### config.mk
export PLATFORM = sky130hd
export DESIGN_NAME = esi_status_top
export DESIGN_NICKNAME = d
export VERILOG_FILES = /design/src/include/esi_pkg.sv /design/src/include/esi_flash_if.sv /design/src/esi_flash_timer.sv /design/src/esi_lamp_drv.sv /design/src/esi_status_top.sv
export SDC_FILE = /design/constraint.sdc
export NUM_CORES = 1
export LEC_CHECK = 0
export ABC_AREA = 1
export BUFFER_PORTS_ARGS = -buffer_cell sky130_fd_sc_hd__buf_2
export CAP_MARGIN = 20
export CORE_MARGIN = 3
export CORE_UTILIZATION = 55
export DETAILED_ROUTE_END_ITERATION = 10
export GPL_TIMING_DRIVEN = 0
export HOLD_SLACK_MARGIN = 0.1
export MAX_ROUTING_LAYER = met4
export PLACE_DENSITY = 0.75
export SLEW_MARGIN = 30
export SYNTH_ARGS = -nofsm -noshare
export SYNTH_HDL_FRONTEND = slang
export SYNTH_SLANG_ARGS = --single-unit
export TNS_END_PERCENT = 1
### constraint.sdc
create_clock -name sys_clk -period 2.22 [get_ports sys_clk]
set_clock_uncertainty 0.1 [all_clocks]
set_input_delay 0.333 -clock sys_clk [delete_from_list [all_inputs] [get_ports sys_clk]]
set_output_delay 0.333 -clock sys_clk [all_outputs]
set_load 0.01 [all_outputs]
### src/include/esi_pkg.sv
// Constants shared by the status indicator block of the 10 Mb/s transceiver.
// Assumes a single 250 MHz reference clock for every timing figure below.
package esi_pkg;
  // Clock rate in MHz
  localparam int unsigned CLK_MHZ        = 250;
  // Half of one lamp flash period in ms (10 Hz, 50% duty)
  localparam int unsigned FLASH_HALF_MS  = 50;
  // Half period in clock cycles, derived from time and rate
  localparam int unsigned FLASH_HALF_CYC = FLASH_HALF_MS * 1000 * CLK_MHZ;
  // Flash counter width, holds FLASH_HALF_CYC
  localparam int          FLASH_W        = 24;
  // Lamp count and lamp indices
  localparam int          NUM_LAMPS      = 3;
  localparam int          LAMP_TX        = 0;
  localparam int          LAMP_RX        = 1;
  localparam int          LAMP_CL        = 2;
  // Pin levels after reset: released, level high
  localparam logic        RST_PIN_O      = 1'h1;
  localparam logic        RST_PIN_OE     = 1'h0;
  localparam logic        RST_PHASE      = 1'h0;
  localparam logic [FLASH_W-1:0] RST_CNT = 24'h000000;
  // Polarity fault tracking states
  typedef enum logic {
    POL_OK,
    POL_FAULT
  } esi_pol_t;
endpackage

### src/include/esi_flash_if.sv
// Flash phase bus from the shared flash timer to the lamp drivers.
// Assumes all parties sit on sys_clk.
`timescale 1ns/1ps
`default_nettype none
interface esi_flash_if;
  logic phase_on; // High: lamp pulled low this half period
  logic wrap;     // One-cycle pulse at each half period boundary
  modport src (output phase_on, output wrap);
  modport snk (input phase_on, input wrap);
endinterface : esi_flash_if
`default_nettype wire

### src/esi_flash_timer.sv
// Free-running half-period counter giving the 10 Hz lamp flash phase.
// Assumes sys_clk at the package rate; HALF_CYC may be shortened in sim.
`timescale 1ns/1ps
`default_nettype none
module esi_flash_timer
  import esi_pkg::*;
#(
  parameter logic [FLASH_W-1:0] HALF_CYC = FLASH_W'(FLASH_HALF_CYC)
) (
  // Clock and reset
  input  wire logic sys_clk,
  input  wire logic sys_rst,
  // Phase out
  esi_flash_if.src  flash
);
  logic [FLASH_W-1:0] cnt_ff; // Cycles into current half period
  logic               ph_ff;  // Current flash phase
  logic               wr_ff;  // Boundary pulse

  // Count cycles, wrap on the half period
  always_ff @(posedge sys_clk) begin
    if (sys_rst) begin
      cnt_ff <= RST_CNT;
    end else if (cnt_ff == HALF_CYC - 1'h1) begin
      cnt_ff <= RST_CNT;
    end else begin
      cnt_ff <= cnt_ff + 1'h1;
    end
  end

  // Toggle phase at each wrap; equal halves give 50% duty
  always_ff @(posedge sys_clk) begin
    if (sys_rst) begin
      ph_ff <= RST_PHASE;
      wr_ff <= 1'h0;
    end else begin
      wr_ff <= (cnt_ff == HALF_CYC - 1'h1);
      if (cnt_ff == HALF_CYC - 1'h1) begin
        ph_ff <= ~ph_ff;
      end
    end
  end

  assign flash.phase_on = ph_ff;
  assign flash.wrap     = wr_ff;

  flash_toggle_a: assert property (@(posedge sys_clk) disable iff (sys_rst)
    (cnt_ff == HALF_CYC - 1'h1) |=> (ph_ff != $past(ph_ff)) && wr_ff)
    else $error("flash phase did not toggle at half period end");
endmodule : esi_flash_timer
`default_nettype wire

### src/esi_lamp_drv.sv
// One activity lamp pin driver: flashes while active, released otherwise.
// Assumes an external pull-up holds the pin high (off) while released.
`timescale 1ns/1ps
`default_nettype none
module esi_lamp_drv
  import esi_pkg::*;
(
  // Clock and reset
  input  wire logic sys_clk,
  input  wire logic sys_rst,
  // Conditions
  input  wire logic active,
  input  wire logic standby,
  esi_flash_if.snk  flash,
  // Lamp pin
  output logic      lamp_o,
  output logic      lamp_oe
);
  // Drive the pin while active; low in the on half, high in the off half
  always_ff @(posedge sys_clk) begin
    if (sys_rst) begin
      lamp_o  <= RST_PIN_O;
      lamp_oe <= RST_PIN_OE;
    end else if (standby || !active) begin
      lamp_o  <= RST_PIN_O;
      lamp_oe <= RST_PIN_OE;
    end else begin
      lamp_o  <= ~flash.phase_on;
      lamp_oe <= 1'h1;
    end
  end
endmodule : esi_lamp_drv
`default_nettype wire

### src/esi_status_top.sv
// Status indicator outputs of the 10 Mb/s transceiver: three flashing
// activity lamps and three twisted-pair status pins.
// Assumes core conditions arrive on sys_clk; mode pins are asynchronous.
// How it works
// - Lamps follow selected port, else released high
// - Transmit lamp flashes low, 10 Hz, 50%
// - Receive lamp flashes low, 10 Hz, 50%
// - Collision lamp flashes low, 10 Hz, 50%
// - Standby floats every status and lamp output
// - Link pin low while pair link good
// - Link pin high when pair link fails
// - Link pin floats with attachment port selected
// - Reversed pair with autofix drives fault low
// - Fault stays low after automatic correction
// - Failed link tests drive fault pin high
// - Jabber pin high during jabber, else low
// - Jabber also flashes the collision lamp
// - Attachment port floats fault and jabber pins
`timescale 1ns/1ps
`default_nettype none
module esi_status_top
  import esi_pkg::*;
#(
  parameter logic [FLASH_W-1:0] FLASH_HALF = FLASH_W'(FLASH_HALF_CYC)
) (
  // Clock and reset
  input  wire logic sys_clk,
  input  wire logic sys_rst,
  // Mode pins, asynchronous
  input  wire logic standby_pin,
  input  wire logic polarity_autofix_enable,
  // Port selection from the port logic, high for twisted pair
  input  wire logic tp_port_sel,
  // Activity from each port's core
  input  wire logic tx_act_tp,
  input  wire logic tx_act_aui,
  input  wire logic rx_act_tp,
  input  wire logic rx_act_aui,
  input  wire logic coll_act_tp,
  input  wire logic coll_act_aui,
  // Twisted pair core conditions
  input  wire logic pair_link_ok,
  input  wire logic pair_rx_reversed,
  input  wire logic pair_jabber,
  // Activity lamps
  output logic      transmit_activity_lamp_o,
  output logic      transmit_activity_lamp_oe,
  output logic      receive_activity_lamp_o,
  output logic      receive_activity_lamp_oe,
  output logic      collision_lamp_o,
  output logic      collision_lamp_oe,
  // Twisted pair status pins
  output logic      pair_link_good_n_o,
  output logic      pair_link_good_n_oe,
  output logic      pair_polarity_fault_n_o,
  output logic      pair_polarity_fault_n_oe,
  output logic      pair_jabber_flag_o,
  output logic      pair_jabber_flag_oe
);

  // Synchroniser stages for the asynchronous mode pins
  logic     stby_m_ff;  // Standby, first stage
  logic     stby_s_ff;  // Standby, usable
  logic     afx_m_ff;   // Autofix enable, first stage
  logic     afx_s_ff;   // Autofix enable, usable

  // Selected per-kind activity, one bit per lamp
  logic [NUM_LAMPS-1:0] act_sel;
  // Lamp pin pairs from the drivers
  logic [NUM_LAMPS-1:0] lamp_o;
  logic [NUM_LAMPS-1:0] lamp_oe;

  // Polarity fault tracking
  esi_pol_t pol_ff;     // Fault seen on the current link
  esi_pol_t nxt_pol;    // Next tracking state
  logic     pol_set;    // Reversal seen while reporting enabled
  logic     pol_clr;    // Link lost or reporting disabled

  // Shared flash phase
  esi_flash_if flash_bus ();

  // Pair status pins are released in standby or off the pair port;
  // shared so the three pin processes cannot drift apart
  function automatic logic pair_pins_off(input logic stby, input logic tp_sel);
    return stby || !tp_sel;
  endfunction

  // Two-stage synchronisers; only the second stage is read
  always_ff @(posedge sys_clk) begin
    if (sys_rst) begin
      stby_m_ff <= 1'h0;
      stby_s_ff <= 1'h0;
      afx_m_ff  <= 1'h0;
      afx_s_ff  <= 1'h0;
    end else begin
      stby_m_ff <= standby_pin;
      stby_s_ff <= stby_m_ff;
      afx_m_ff  <= polarity_autofix_enable;
      afx_s_ff  <= afx_m_ff;
    end
  end

  // Pick the activity of the selected port only
  // Port select shares sys_clk, so it is read without a synchroniser
  always_comb begin
    act_sel[LAMP_TX] = tp_port_sel ? tx_act_tp : tx_act_aui;
    act_sel[LAMP_RX] = tp_port_sel ? rx_act_tp : rx_act_aui;
    // Jabber exists only on the pair port; it also lights the collision lamp
    act_sel[LAMP_CL] = tp_port_sel ? (coll_act_tp || pair_jabber)
                                   : coll_act_aui;
  end

  // One timer feeds all lamps so they flash in step
  esi_flash_timer #(
    .HALF_CYC (FLASH_HALF)
  ) u_timer (
    .sys_clk (sys_clk),
    .sys_rst (sys_rst),
    .flash   (flash_bus)
  );

  // One driver per lamp
  generate
    for (genvar i = 0; i < NUM_LAMPS; i++) begin : g_lamp
      esi_lamp_drv u_lamp (
        .sys_clk (sys_clk),
        .sys_rst (sys_rst),
        .active  (act_sel[i]),
        .standby (stby_s_ff),
        .flash   (flash_bus),
        .lamp_o  (lamp_o[i]),
        .lamp_oe (lamp_oe[i])
      );
    end
  endgenerate

  // Lamp pins straight from the driver flops
  assign transmit_activity_lamp_o  = lamp_o[LAMP_TX];
  assign transmit_activity_lamp_oe = lamp_oe[LAMP_TX];
  assign receive_activity_lamp_o   = lamp_o[LAMP_RX];
  assign receive_activity_lamp_oe  = lamp_oe[LAMP_RX];
  assign collision_lamp_o          = lamp_o[LAMP_CL];
  assign collision_lamp_oe         = lamp_oe[LAMP_CL];

  // Link pin: active low while good, floated off the pair port
  always_ff @(posedge sys_clk) begin
    if (sys_rst) begin
      pair_link_good_n_o  <= RST_PIN_O;
      pair_link_good_n_oe <= RST_PIN_OE;
    end else if (pair_pins_off(stby_s_ff, tp_port_sel)) begin
      pair_link_good_n_o  <= RST_PIN_O;
      pair_link_good_n_oe <= RST_PIN_OE;
    end else begin
      pair_link_good_n_o  <= !pair_link_ok;
      pair_link_good_n_oe <= 1'h1;
    end
  end

  // Fault conditions; reporting needs the autofix enable held high
  assign pol_set = afx_s_ff && pair_rx_reversed && pair_link_ok;
  assign pol_clr = !pair_link_ok || !afx_s_ff;

  // Tracking state: a new reversal wins over a clear in the same cycle.
  // Correction leaves the reversal flag, so the fault is held until the
  // link drops or the autofix enable goes low, rather than following the core's corrected view.
  always_comb begin
    nxt_pol = pol_ff;
    unique case (pol_ff)
      POL_OK: begin
        if (pol_set) begin
          nxt_pol = POL_FAULT;
        end
      end
      POL_FAULT: begin
        if (!pol_set && pol_clr) begin
          nxt_pol = POL_OK;
        end
      end
    endcase
  end

  // Fault state register
  always_ff @(posedge sys_clk) begin
    if (sys_rst) begin
      pol_ff <= POL_OK;
    end else begin
      pol_ff <= nxt_pol;
    end
  end

  // Polarity pin: low while a fault is held, high when link fails
  always_ff @(posedge sys_clk) begin
    if (sys_rst) begin
      pair_polarity_fault_n_o  <= RST_PIN_O;
      pair_polarity_fault_n_oe <= RST_PIN_OE;
    end else if (pair_pins_off(stby_s_ff, tp_port_sel)) begin
      pair_polarity_fault_n_o  <= RST_PIN_O;
      pair_polarity_fault_n_oe <= RST_PIN_OE;
    end else if (!pair_link_ok) begin
      // A failed link outranks any held fault
      pair_polarity_fault_n_o  <= 1'h1;
      pair_polarity_fault_n_oe <= 1'h1;
    end else begin
      // Next state is used so the pin follows detection in one cycle
      pair_polarity_fault_n_o  <= !(nxt_pol == POL_FAULT);
      pair_polarity_fault_n_oe <= 1'h1;
    end
  end

  // Jabber pin: active high, floated off the pair port
  always_ff @(posedge sys_clk) begin
    if (sys_rst) begin
      pair_jabber_flag_o  <= 1'h0;
      pair_jabber_flag_oe <= RST_PIN_OE;
    end else if (pair_pins_off(stby_s_ff, tp_port_sel)) begin
      pair_jabber_flag_o  <= 1'h0;
      pair_jabber_flag_oe <= RST_PIN_OE;
    end else begin
      pair_jabber_flag_o  <= pair_jabber;
      pair_jabber_flag_oe <= 1'h1;
    end
  end

  // Checks on the driven pins
  lamp_release_a: assert property (@(posedge sys_clk) disable iff (sys_rst)
    (!act_sel[LAMP_TX] && !act_sel[LAMP_RX])
      |=> !transmit_activity_lamp_oe && !receive_activity_lamp_oe)
    else $error("idle lamp still driven");

  tx_flash_a: assert property (@(posedge sys_clk) disable iff (sys_rst)
    (act_sel[LAMP_TX] && !stby_s_ff)
      |=> transmit_activity_lamp_oe
          && (transmit_activity_lamp_o == !$past(flash_bus.phase_on)))
    else $error("transmit lamp not flashing with phase");

  rx_flash_a: assert property (@(posedge sys_clk) disable iff (sys_rst)
    (act_sel[LAMP_RX] && !stby_s_ff) ##1 (act_sel[LAMP_RX] && !stby_s_ff)
      |=> receive_activity_lamp_oe
          && ((receive_activity_lamp_o != $past(receive_activity_lamp_o))
              == $past(flash_bus.wrap)))
    else $error("receive lamp phase mismatch");

  coll_flash_a: assert property (@(posedge sys_clk) disable iff (sys_rst)
    (tp_port_sel && coll_act_tp && !stby_s_ff && flash_bus.phase_on)
      |=> collision_lamp_oe && !collision_lamp_o)
    else $error("collision lamp not low in on phase");

  standby_float_a: assert property (@(posedge sys_clk) disable iff (sys_rst)
    stby_s_ff |=> !(lamp_oe != '0 || pair_link_good_n_oe
                    || pair_polarity_fault_n_oe || pair_jabber_flag_oe))
    else $error("output driven in standby");

  link_good_a: assert property (@(posedge sys_clk) disable iff (sys_rst)
    (tp_port_sel && !stby_s_ff && pair_link_ok)
      |=> pair_link_good_n_oe && !pair_link_good_n_o)
    else $error("link pin not low with good link");

  link_fail_a: assert property (@(posedge sys_clk) disable iff (sys_rst)
    (tp_port_sel && !stby_s_ff && !pair_link_ok)
      |=> pair_link_good_n_oe && pair_link_good_n_o)
    else $error("link pin not high after link failure");

  link_aui_a: assert property (@(posedge sys_clk) disable iff (sys_rst)
    !tp_port_sel |=> !pair_link_good_n_oe)
    else $error("link pin driven on attachment port");

  pol_fault_a: assert property (@(posedge sys_clk) disable iff (sys_rst)
    (pol_set && tp_port_sel && !stby_s_ff)
      |=> pair_polarity_fault_n_oe && !pair_polarity_fault_n_o)
    else $error("reversed pair not reported");

  pol_hold_a: assert property (@(posedge sys_clk) disable iff (sys_rst)
    (pol_ff == POL_FAULT && afx_s_ff && pair_link_ok && tp_port_sel
     && !stby_s_ff) |=> !pair_polarity_fault_n_o)
    else $error("fault cleared by correction");

  pol_linkfail_a: assert property (@(posedge sys_clk) disable iff (sys_rst)
    (tp_port_sel && !stby_s_ff && !pair_link_ok) |=> pair_polarity_fault_n_o)
    else $error("fault pin not high on failed link");

  jabber_pin_a: assert property (@(posedge sys_clk) disable iff (sys_rst)
    (tp_port_sel && !stby_s_ff)
      |=> pair_jabber_flag_oe && (pair_jabber_flag_o == $past(pair_jabber)))
    else $error("jabber pin not following jabber");

  jabber_lamp_a: assert property (@(posedge sys_clk) disable iff (sys_rst)
    (tp_port_sel && pair_jabber && !stby_s_ff) |=> collision_lamp_oe)
    else $error("jabber not shown on collision lamp");

  aui_float_a: assert property (@(posedge sys_clk) disable iff (sys_rst)
    !tp_port_sel |=> !pair_polarity_fault_n_oe && !pair_jabber_flag_oe)
    else $error("pair status pins driven on attachment port");

  coll_dark_a: assert property (@(posedge sys_clk) disable iff (sys_rst)
    (tp_port_sel && coll_act_tp && !stby_s_ff && !flash_bus.phase_on)
      |=> collision_lamp_oe && collision_lamp_o)
    else $error("collision lamp not high in off phase");

  coll_release_a: assert property (@(posedge sys_clk) disable iff (sys_rst)
    !act_sel[LAMP_CL] |=> !collision_lamp_oe && collision_lamp_o)
    else $error("idle collision lamp still driven");

  jabber_phase_a: assert property (@(posedge sys_clk) disable iff (sys_rst)
    (tp_port_sel && pair_jabber && !stby_s_ff)
      |=> collision_lamp_o == !$past(flash_bus.phase_on))
    else $error("jabber not flashing collision lamp");

  pol_corrected_a: assert property (@(posedge sys_clk) disable iff (sys_rst)
    (!pair_polarity_fault_n_o && pair_polarity_fault_n_oe && !pair_rx_reversed
     && afx_s_ff && pair_link_ok && tp_port_sel && !stby_s_ff)
      |=> !pair_polarity_fault_n_o)
    else $error("fault cleared after wiring corrected");

endmodule : esi_status_top
`default_nettype wire
==> results of run 1 <==
## synthesized netlist by cell type, drive strengths merged
| cell type | number | share of area (%) |
|---|---|---|
| nand3b | 1 | 0.42 |
| nor3 | 3 | 0.85 |
| or2 | 2 | 0.71 |
| a21oi | 9 | 2.5 |
| buf | 3 | 1.5 |
| o21ai | 4 | 1.1 |
| nand3 | 17 | 5.8 |
| and2 | 2 | 0.71 |
| and3 | 1 | 0.35 |
| ha | 1 | 0.71 |
| nand4 | 1 | 0.35 |
| inv | 23 | 4.9 |
| nand2 | 54 | 12 |
| xor2 | 5 | 2.5 |
| xnor2 | 6 | 3.0 |
| nor2 | 64 | 16 |
| clkbuf | 1 | 0.21 |
| dfxtp | 40 | 45 |
| o21bai | 1 | 0.42 |
## area by class of cell
type / count / area (µm²) / share of cell area, %
clock buffers: 7 / 65.1 / 3.14
multi-input cells: 171 / 855 / 41.3
plain buffers: 4 / 30.0 / 1.45
clock inverters: 1 / 30.0 / 1.45
repair buffers: 27 / 150 / 7.26
well taps: 42 / 52.6 / 2.54
inverters: 23 / 86.3 / 4.17
flip-flops and latches: 40 / 801 / 38.7
## layer usage
layer / global-route usage, % / wire, µm / vias to the layer above
met4: 8.26 / 56 / 0
li1: - / - / 799
met5: - / 0 / -
met1: 23.8 / 1620 / 659
met2: 30.0 / 1460 / 13
met3: 4.86 / 99 / 5
## through the flow
stage               instance area (µm²)  power (µW)  instances  hold WS (ns)  setup WS (ns)
detailed placement                 1940         824        304         0.302          0.613
finish                             2070        1330        315         0.158          0.592
global placement                   1940         822        304         0.292          0.621
floorplan                          1770         796        238         0.288          0.802
CTS                                2070        1350        315         0.144          0.586
global route                       2070        1400        315         0.154          0.468
## where the power goes
part	switching [µW]	internal, µW
logic	38.1	33.4
registers	6.60	732
clock network	225	299
total	270	1060
## sequential cells by signal, indices dropped and copies added (netlist names)
| register | count |
|---|---|
| g_lamp.u_lamp.lamp_oe | 3 |
| stby_s_ff | 1 |
| pair_jabber_flag_o | 1 |
| pol_ff | 1 |
| u_timer.flash.phase_on | 1 |
| stby_m_ff | 1 |
| g_lamp.u_lamp.lamp_o | 3 |
| afx_s_ff | 1 |
| pair_link_good_n_o | 1 |
| afx_m_ff | 1 |
| pair_polarity_fault_n_o | 1 |
| pair_jabber_flag_oe | 1 |
| u_timer.cnt_ff | 24 |
## layout by cell type (no fill, tap or decap), drive strengths merged, types with 5 or more instances in the layout
cell type	instances
nor2	64
nand2	54
dfxtp	40
buf	27
inv	23
nand3	17
a21oi	9
clkbuf	8
xnor2	6
xor2	5
## worst max-delay path, stage by stage, from the launching register on
cell     delay, ns
dfxtp_1       0.37
ha_1          0.23
nand3_2       0.15
nor2_4        0.16
nand3_4       0.13
nand2_4       0.17
buf_6         0.16
nor2_1        0.05
## how the worst max path moves through the flow
stage                 startpoint                 end  cells past startpoint
5_1_grt        u_timer.cnt_ff[0]   u_timer.cnt_ff[4]                      7
3_5_place_dp   u_timer.cnt_ff[0]   u_timer.cnt_ff[2]                      7
2_1_floorplan  u_timer.cnt_ff[0]  u_timer.cnt_ff[15]                      7
6_report       u_timer.cnt_ff[0]  u_timer.cnt_ff[15]                      7
4_1_cts        u_timer.cnt_ff[0]   u_timer.cnt_ff[2]                      7
3_3_place_gp   u_timer.cnt_ff[0]  u_timer.cnt_ff[15]                      7
## logic make-up (layout without fill, tap and decap cells)
kind of cell	Yosys count	in the layout
and+or+nand+nor	145	145
DFF	40	40
buffers and inverters	27	62
AOI/OAI and AO/OA	14	14
xor gates and xnor gates	11	11
adders and majority gates	1	1
## timing repair
action | 4_1_cts | 5_1_grt
endpoints found under the hold margin | 3 | 0
resized for setup | 0 | 0
hold buffers | 3 | 0
==> results.ini, run 1 <==
[outcome]
outcome = complete, no violations

[clocking]
clock_tree.root_cell = clkbuf_4
worstSkewPairLatency_ns = 0.34
cts_tree = yes
htreeDepth = 2
clock-sinks = 40
cts_buffer_depth = 2
cts_setup_buffers = 0
cts_made_buffers = 5
clkSlewWorstSetupHoldPaths_ns = 0.11

[sta]
max_freq_mhz = 614
hold_viol = 0
setup_tns_ns = 0
setup_viol = 0
post-route-period-util_pct = 73.3
period_needed_ns = 1.63
maxSlewViolCount = 0
relSlewSlack_pct = 79.4
worstMarginPinSlew_ns = 0.307
grt_setup_unrepaired = no

[layout]
diodes = 0
finish.utilization_pct = 71.4
fin_nets = 287
area_growth_pct = 16.8
drive_gt1_share_pct = 20.1
nFillCells = 260

[drt]
wl_per_cell_um = 10.3
vias_per_cell = 4.69
drc = 0
ant_nets = 0
initialDrtViolationCount = 82
firstDrtPassIters = 4
wl_um = 3240
vias = 1476

[hold_path]
min_to = pair_jabber_flag_o
hp-start = pair_jabber
min_path_cells = 2
min_path_type = in -> reg

[synthesis]
yosysUniqueCellTypes = 27
synth_mux_area_share_pct = 0
synthXorXnorAreaFrac_pct = 5.44
synth_area_um2 = 1770
synth_fa_ha_area_share_pct = 0.706
synth-warning-count = 0
synthCells = 238
syn_avg_cell_area_um2 = 7.44
ys_seq_elements = 40
synthSimpleGateAreaFrac_pct = 38.0
synth_top_family_by_area = simple AND/OR/NAND/NOR gates
synth_compound_area_share_pct = 4.10
synthesis.nets = 253
synth-seq-area-share_pct = 45.2

[worst_setup_path]
endpoint_kind = flip-flop
worstPathArrival_ns = 1.77
critPathRequiredTime_ns = 2.37
r2r-start = u_timer.cnt_ff[0]
r2r_end = u_timer.cnt_ff[15]
reg2reg_depth = 7
critical_path_class = reg -> reg
worstPathMaxFanout = 10
start_kind = flip-flop
regToRegSetupSlack_ns = 0.59

[floorplan]
fp.dieW_um = 62.8
ios = 26
fp.dieH_um = 62.8
design.core.area_um2 = 2900
die_area_um2 = 3940
rows = 19
start_util_pct = 61.1

[place]
hpwl_um = 2450
gp_congestion = 0.841
io_buffers = 24

[global_route]
antenna_found_initial = 0
groute.usage.overall_pct = 19.3
grt_pass1_vias = 1375
grt_pass1_wl_um = 5870
grt_max_degree = 13
overflow = 0

[power]
powerDensity_nw_per_um2 = 645
ir_drop_v = 0.000504
p_leak_uw = 0.000823

[job]
maxCapViolCount = 0

(Power assumes the default switching activity.)
==> run 2, diff against run 1 <==
Clock period 2.22 ns to 1.65 ns, I/O delays scaled along.
==> run 2 against run 1 <==
  * Count of clock-buffer cells in the layout unchanged
  * Routed wire length grew 3.9%
  * Clock power up 34%
  * Via count increased by 2.6%
  * Sequential share of layout area decreased by 1.6 points
  * Critical path type unchanged
  * Register-to-register slack worse by 0.49 ns
  * Cell count rose by 2.2%
  * Maximum frequency is 5.4% higher
  * Core utilization is 3.2 points higher
  * First-iteration DRC count down 26%
  * Setup slack got worse by 0.49 ns
  * Sequential power increased by 35%
==> results.ini, run 2 (same netlist as run 1, synthesis figures left out) <==
[outcome]
outcome = complete, no violations

[drt]
drc = 0
ant_nets = 0
wl_um = 3370
firstDrtPassIters = 4
vias = 1514
vias_per_cell = 4.70
initialDrtViolationCount = 61
wl_per_cell_um = 10.5

[global_route]
groute.usage.overall_pct = 20.0
grt_pass1_vias = 1428
antenna_found_initial = 0
overflow = 0
grt_pass1_wl_um = 6070
grt_max_degree = 13

[sta]
setup_slack_ns = 0.106
maxSlewViolCount = 0
post-route-period-util_pct = 93.6
max_freq_mhz = 648
relSlewSlack_pct = 79.3
setup_viol = 0
period_needed_ns = 1.54
grt_setup_unrepaired = no
setup_tns_ns = 0
worstMarginPinSlew_ns = 0.308
hold_viol = 0

[floorplan]
die_area_um2 = 3940
ios = 26
start_util_pct = 61.1
rows = 19
fp.dieH_um = 62.8
design.core.area_um2 = 2900
fp.dieW_um = 62.8

[layout]
finish.utilization_pct = 74.5
max_flop_register = u_timer.cnt_ff
diodes = 0
final_cell_mix = nor2_1 (54), nand2_1 (49), dfxtp_1 (39), buf_2 (24), inv_1 (20)
drive_gt1_share_pct = 20.7
reg_top3 = u_timer.cnt_ff (24), g_lamp.u_lamp.lamp_o (3), g_lamp.u_lamp.lamp_oe (3)
final_common_cell = nor2_1
fin_nets = 294
area_growth_pct = 22.0
largest_reg_flops = 24

[place]
gp_congestion = 0.841
preCtsSetupSlack_ns = 0.0433
hpwl_um = 2450
io_buffers = 24

[clocking]
clkSlewWorstSetupHoldPaths_ns = 0.11
clock-sinks = 40
htreeDepth = 2
clock_tree.root_cell = clkbuf_4
cts_buffer_depth = 2
cts_made_buffers = 5
worstSkewPairLatency_ns = 0.34
cts_tree = yes

[hold_path]
min_to = g_lamp[2].u_lamp.lamp_oe
hp-start = coll_act_aui
min_path_type = in -> reg
min_path_cells = 3

[worst_setup_path]
regToRegSetupSlack_ns = 0.11
critical_path_class = reg -> reg
reg2reg_depth = 7
r2r-start = u_timer.cnt_ff[1]
start_kind = flip-flop
worstPathMaxFanout = 10
endpoint_kind = flip-flop
critPathRequiredTime_ns = 1.80
r2r_end = u_timer.cnt_ff[2]
worstPathArrival_ns = 1.69

[power]
p_leak_uw = 0.000860
ir_drop_v = 0.000678
powerDensity_nw_per_um2 = 839

[job]
maxCapViolCount = 0

## run 2: timing repair
action	CTS	global route
hold endpoints to repair	9	0
resized for setup	0	3
endpoints found under the setup margin	0	14
hold buffers	9	0
setup buffers	0	1
## run 2: per-stage QoR
| stage | instances | hold WS (ns) | total power (µW) | instance area, µm² |
|---|---|---|---|---|
| 6_report | 322 | 0.120 | 1810 | 2160 |
| 5_1_grt | 322 | 0.139 | 1900 | 2160 |
| 4_1_cts | 321 | 0.104 | 1820 | 2130 |
| 3_5_place_dp | 304 | 0.302 | 1110 | 1940 |
| 3_3_place_gp | 304 | 0.292 | 1110 | 1940 |
| 2_1_floorplan | 238 | 0.216 | 1070 | 1770 |
## run 2: report_power, final
part | switching, µW | internal [µW]
clock | 302 | 402
combinational | 56.0 | 59.4
sequential | 9.34 | 985
## run 2: worst max path at each step
stage	startpoint	to	slack, ns	cells after the start
3_3_place_gp	u_timer.cnt_ff[0]	u_timer.cnt_ff[15]	0.05	7
4_1_cts	u_timer.cnt_ff[0]	u_timer.cnt_ff[2]	0.02	7
5_1_grt	u_timer.cnt_ff[1]	u_timer.cnt_ff[4]	0.006	7
2_1_floorplan	u_timer.cnt_ff[0]	u_timer.cnt_ff[15]	0.23	7
6_report	u_timer.cnt_ff[1]	u_timer.cnt_ff[2]	0.11	7
3_5_place_dp	u_timer.cnt_ff[0]	u_timer.cnt_ff[2]	0.04	7
## run 2: final cells by class
cell class / count / area (µm²)
Multi-Input combinational cell: 171 / 866
Sequential cell: 40 / 802
Fill cell: 244 / 738
Timing Repair Buffer: 34 / 230
Inverter: 23 / 86.3
Clock buffer: 7 / 65.1
Tap cell: 42 / 52.6
Clock inverter: 1 / 30.0
Buffer: 4 / 30.0
## run 2: critical path, cell delays in order (launching register included)
cell and delay [ns]:
dfxtp_1 0.37, ha_2 0.22, nand3_2 0.13, nor2_4 0.16
nand3_4 0.15, nand2_8 0.13, buf_6 0.14, nor2_1 0.05
## run 2: routing by layer
metal / routed length, µm / share of wire, % / global-route usage [%] / vias up
met4: 55 / 1.6 / 8.26 / 0
met2: 1560 / 46 / 31.7 / 20
met1: 1620 / 48 / 24.3 / 673
li1: - / - / - / 816
met5: 0 / 0 / - / -
met3: 128 / 3.8 / 4.86 / 5
==> run 3, diff against run 2 <==
Settings changed: ABC_AREA 1 to default, CORE_MARGIN 3 to default, CTS_BUF_LIST from default to sky130_fd_sc_hd__clkbuf_4 sky130_fd_sc_hd__clkbuf_8, PLACE_DENSITY 0.75 to 0.76.
==> run 3 against run 2 <==
  * The flow now finishes with violations (setup timing)
  * Routed wire length increased by 5.1%
  * Synthesized cell count decreased by 27%
  * Cell count decreased by 21%
  * Global-route usage increased by 5.7 points
  * Core utilization increased by 0.73 points
  * Via count decreased by 5.9%
  * Worst hold slack improved by 0.026 ns
  * Maximum frequency decreased by 21%
  * Power decreased by 14%
  * Critical path type unchanged
  * Critical endpoint is now u_timer.cnt_ff[21]
  * Largest cell class is now registers
  * Largest power group unchanged
==> results.ini, run 3 <==
[outcome]
outcome = complete, but fails checks
violations = setup timing

[worst_setup_path]
worstPathArrival_ns = 2.15
start_kind = flip-flop
critPathRequiredTime_ns = 1.84
worstPathMaxFanout = 6
r2r-start = u_timer.cnt_ff[2]
critical_path_class = reg -> reg
endpoint_kind = flip-flop
critPathLaunch = u_timer.cnt_ff[2]

[clocking]
cts_buffer_depth = 2
cts_tree = yes
clkSlewWorstSetupHoldPaths_ns = 0.11
clock-sinks = 40
worstSkewPairLatency_ns = 0.35
htreeDepth = 2
clock_tree.root_cell = clkbuf_4
cts_made_buffers = 5

[drt]
wl_um = 3540
initialDrtViolationCount = 72
drc = 0
vias = 1424
wl_per_cell_um = 14.0
vias_per_cell = 5.63
firstDrtPassIters = 4
ant_nets = 0

[synthesis]
synth-edff-count = 0
synthesis.nets = 188
synth_largest_area_cell = dfxtp_1
yosys.area.top_type_share_pct = 50.3
yosysMostFrequentCell = dfxtp_1
synth_ff_type = dfxtp_1
synthArstFlopShare_pct = 0
synth_area_um2 = 1590
synth_commonest_cells = dfxtp_1 (40), nor2_1 (17), a21oi_1 (14)
ys_seq_elements = 40
synth-warning-count = 0
syn_avg_cell_area_um2 = 9.21
synth.area.top_cells = dfxtp_1 (50%), a21oi_1 (4.4%), nor2_1 (4.0%)
synthCells = 173
yosysUniqueCellTypes = 35
synth-seq-area-share_pct = 50.3

[global_route]
overflow = 0
grt_util_met2_pct = 42.2
gr-usage-met3_pct = 7.91
grt_pass1_wl_um = 5960
groute.usage.overall_pct = 25.7
grt.busiest_layer = met2
grt_util_met1_pct = 29.4
grt_pass1_vias = 1426
grt_max_degree = 13
antenna_found_initial = 0

[power]
p_leak_uw = 0.000757
powerDensity_nw_per_um2 = 754
ir_drop_v = 0.000914

[hold_path]
min_path_type = in -> reg
hp-start = rx_act_aui

[floorplan]
rows = 19
start_util_pct = 57.8
ios = 26
die_area_um2 = 3120
fp.dieW_um = 55.8
fp.dieH_um = 55.8
design.core.area_um2 = 2760

[layout]
design_area_um2 = 2080
fin_nets = 237
drive_gt1_share_pct = 34.7
largest_reg_flops = 24
final_common_cell = dfxtp_1
reg_top3 = u_timer.cnt_ff (24), g_lamp.u_lamp.lamp_o (3), g_lamp.u_lamp.lamp_oe (3)
area_growth_pct = 30.3
final_cell_mix = dfxtp_1 (28), buf_2 (24), nor2_1 (16), a21oi_1 (12), buf_4 (11)
diodes = 0
max_flop_register = u_timer.cnt_ff

[place]
io_buffers = 24
gp_congestion = 0.779
dpl_cell_area_um2 = 1760
hpwl_um = 2260

[sta]
grt_setup_unrepaired = yes
max_freq_mhz = 512
period_needed_ns = 1.95
worstMarginPinSlew_ns = 0.388
maxSlewViolCount = 0
setup_viol = 25
hold_viol = 0
setup_slack_ns = -0.302
holdWs_ns = 0.146
relSlewSlack_pct = 74.1
post-route-period-util_pct = 118

[job]
maxCapViolCount = 0

[run 3: changes by cell type after synthesis, moves of 6 or more]
cell     delta
nand3_1     -7
or4_1       +6
o31ai_1     +6
inv_1      -15
nor2_1     -37
nand2_1    -39
[run 3: power breakdown]
| group | internal (µW) | switching (µW) |
|---|---|---|
| combinational | 58.6 | 53.3 |
| clock | 155 | 308 |
| sequential | 976 | 12.4 |
| total | 1190 | 374 |
[run 3: cells by family after synthesis]
logic type,Yosys count,synth area share (%)
AND/OR/NAND/NOR,75,26.6
flip-flops,40,50.3
AO/OA/AOI/OAI,31,11.2
XOR/XNOR,10,5.50
multiplexers,2,1.26
adder cells (fa/ha/maj),1,0.785
buffers and inverters,14,4.32
[run 3: area by class of cell]
class	count	area, µm²
inverters	5	18.8
multi-input cells	119	783
flip-flops and latches	40	833
clock inverters	2	12.5
well taps	31	38.8
plain buffers	8	68.8
clock buffers	5	37.5
fillers	206	682
repair buffers	43	283
[run 3: repair_timing]
action / 4_1_cts / 5_1_grt
endpoints found under the hold margin: 8 / 0
setup buffers: 9 / 2
resized for setup: 31 / 18
pin swaps: 8 / 13
endpoints found under the setup margin: 25 / 26
hold buffers: 8 / 0
[run 3: critical path, cell delays in order, from the launching register on]
cell and delay (ns):
dfxtp_4 0.38, nand3_4 0.10, or4_4 0.57, buf_6 0.15
or4_4 0.48, a21oi_2 0.12
[run 3: through the flow]
step           total power, µW  setup slack, ns  cells  util (%)  TNS [ns]
6_report                  1560           -0.302    253      75.3     -3.64
5_1_grt                   1630           -0.375    253      75.3     -6.06
4_1_cts                   1570           -0.295    251      73.1     -5.87
3_5_place_dp              1100           -0.678    228      63.9    -13.48
3_3_place_gp              1100           -0.616    228      63.9    -12.25
2_1_floorplan             1060           -0.226    173         -     -3.75
[run 3: metal layers]
metal  share of wire, %  wire length, µm  up-vias
met5                  0                0        -
met1                 43             1510      685
met4                1.6               57        0
met3                3.1              109        5
li1                   -                -      713
met2                 53             1860       21
[run 3: path summary, 6_finish.rpt]
check	to	slack, ns	depth (start not counted)
worst min register to register	pair_polarity_fault_n_o	0.34	1
worst min-delay path	g_lamp[1].u_lamp.lamp_oe	0.15	3
worst max register to register	u_timer.cnt_ff[21]	-0.30	5
worst max-delay path	u_timer.cnt_ff[21]	-0.30	5
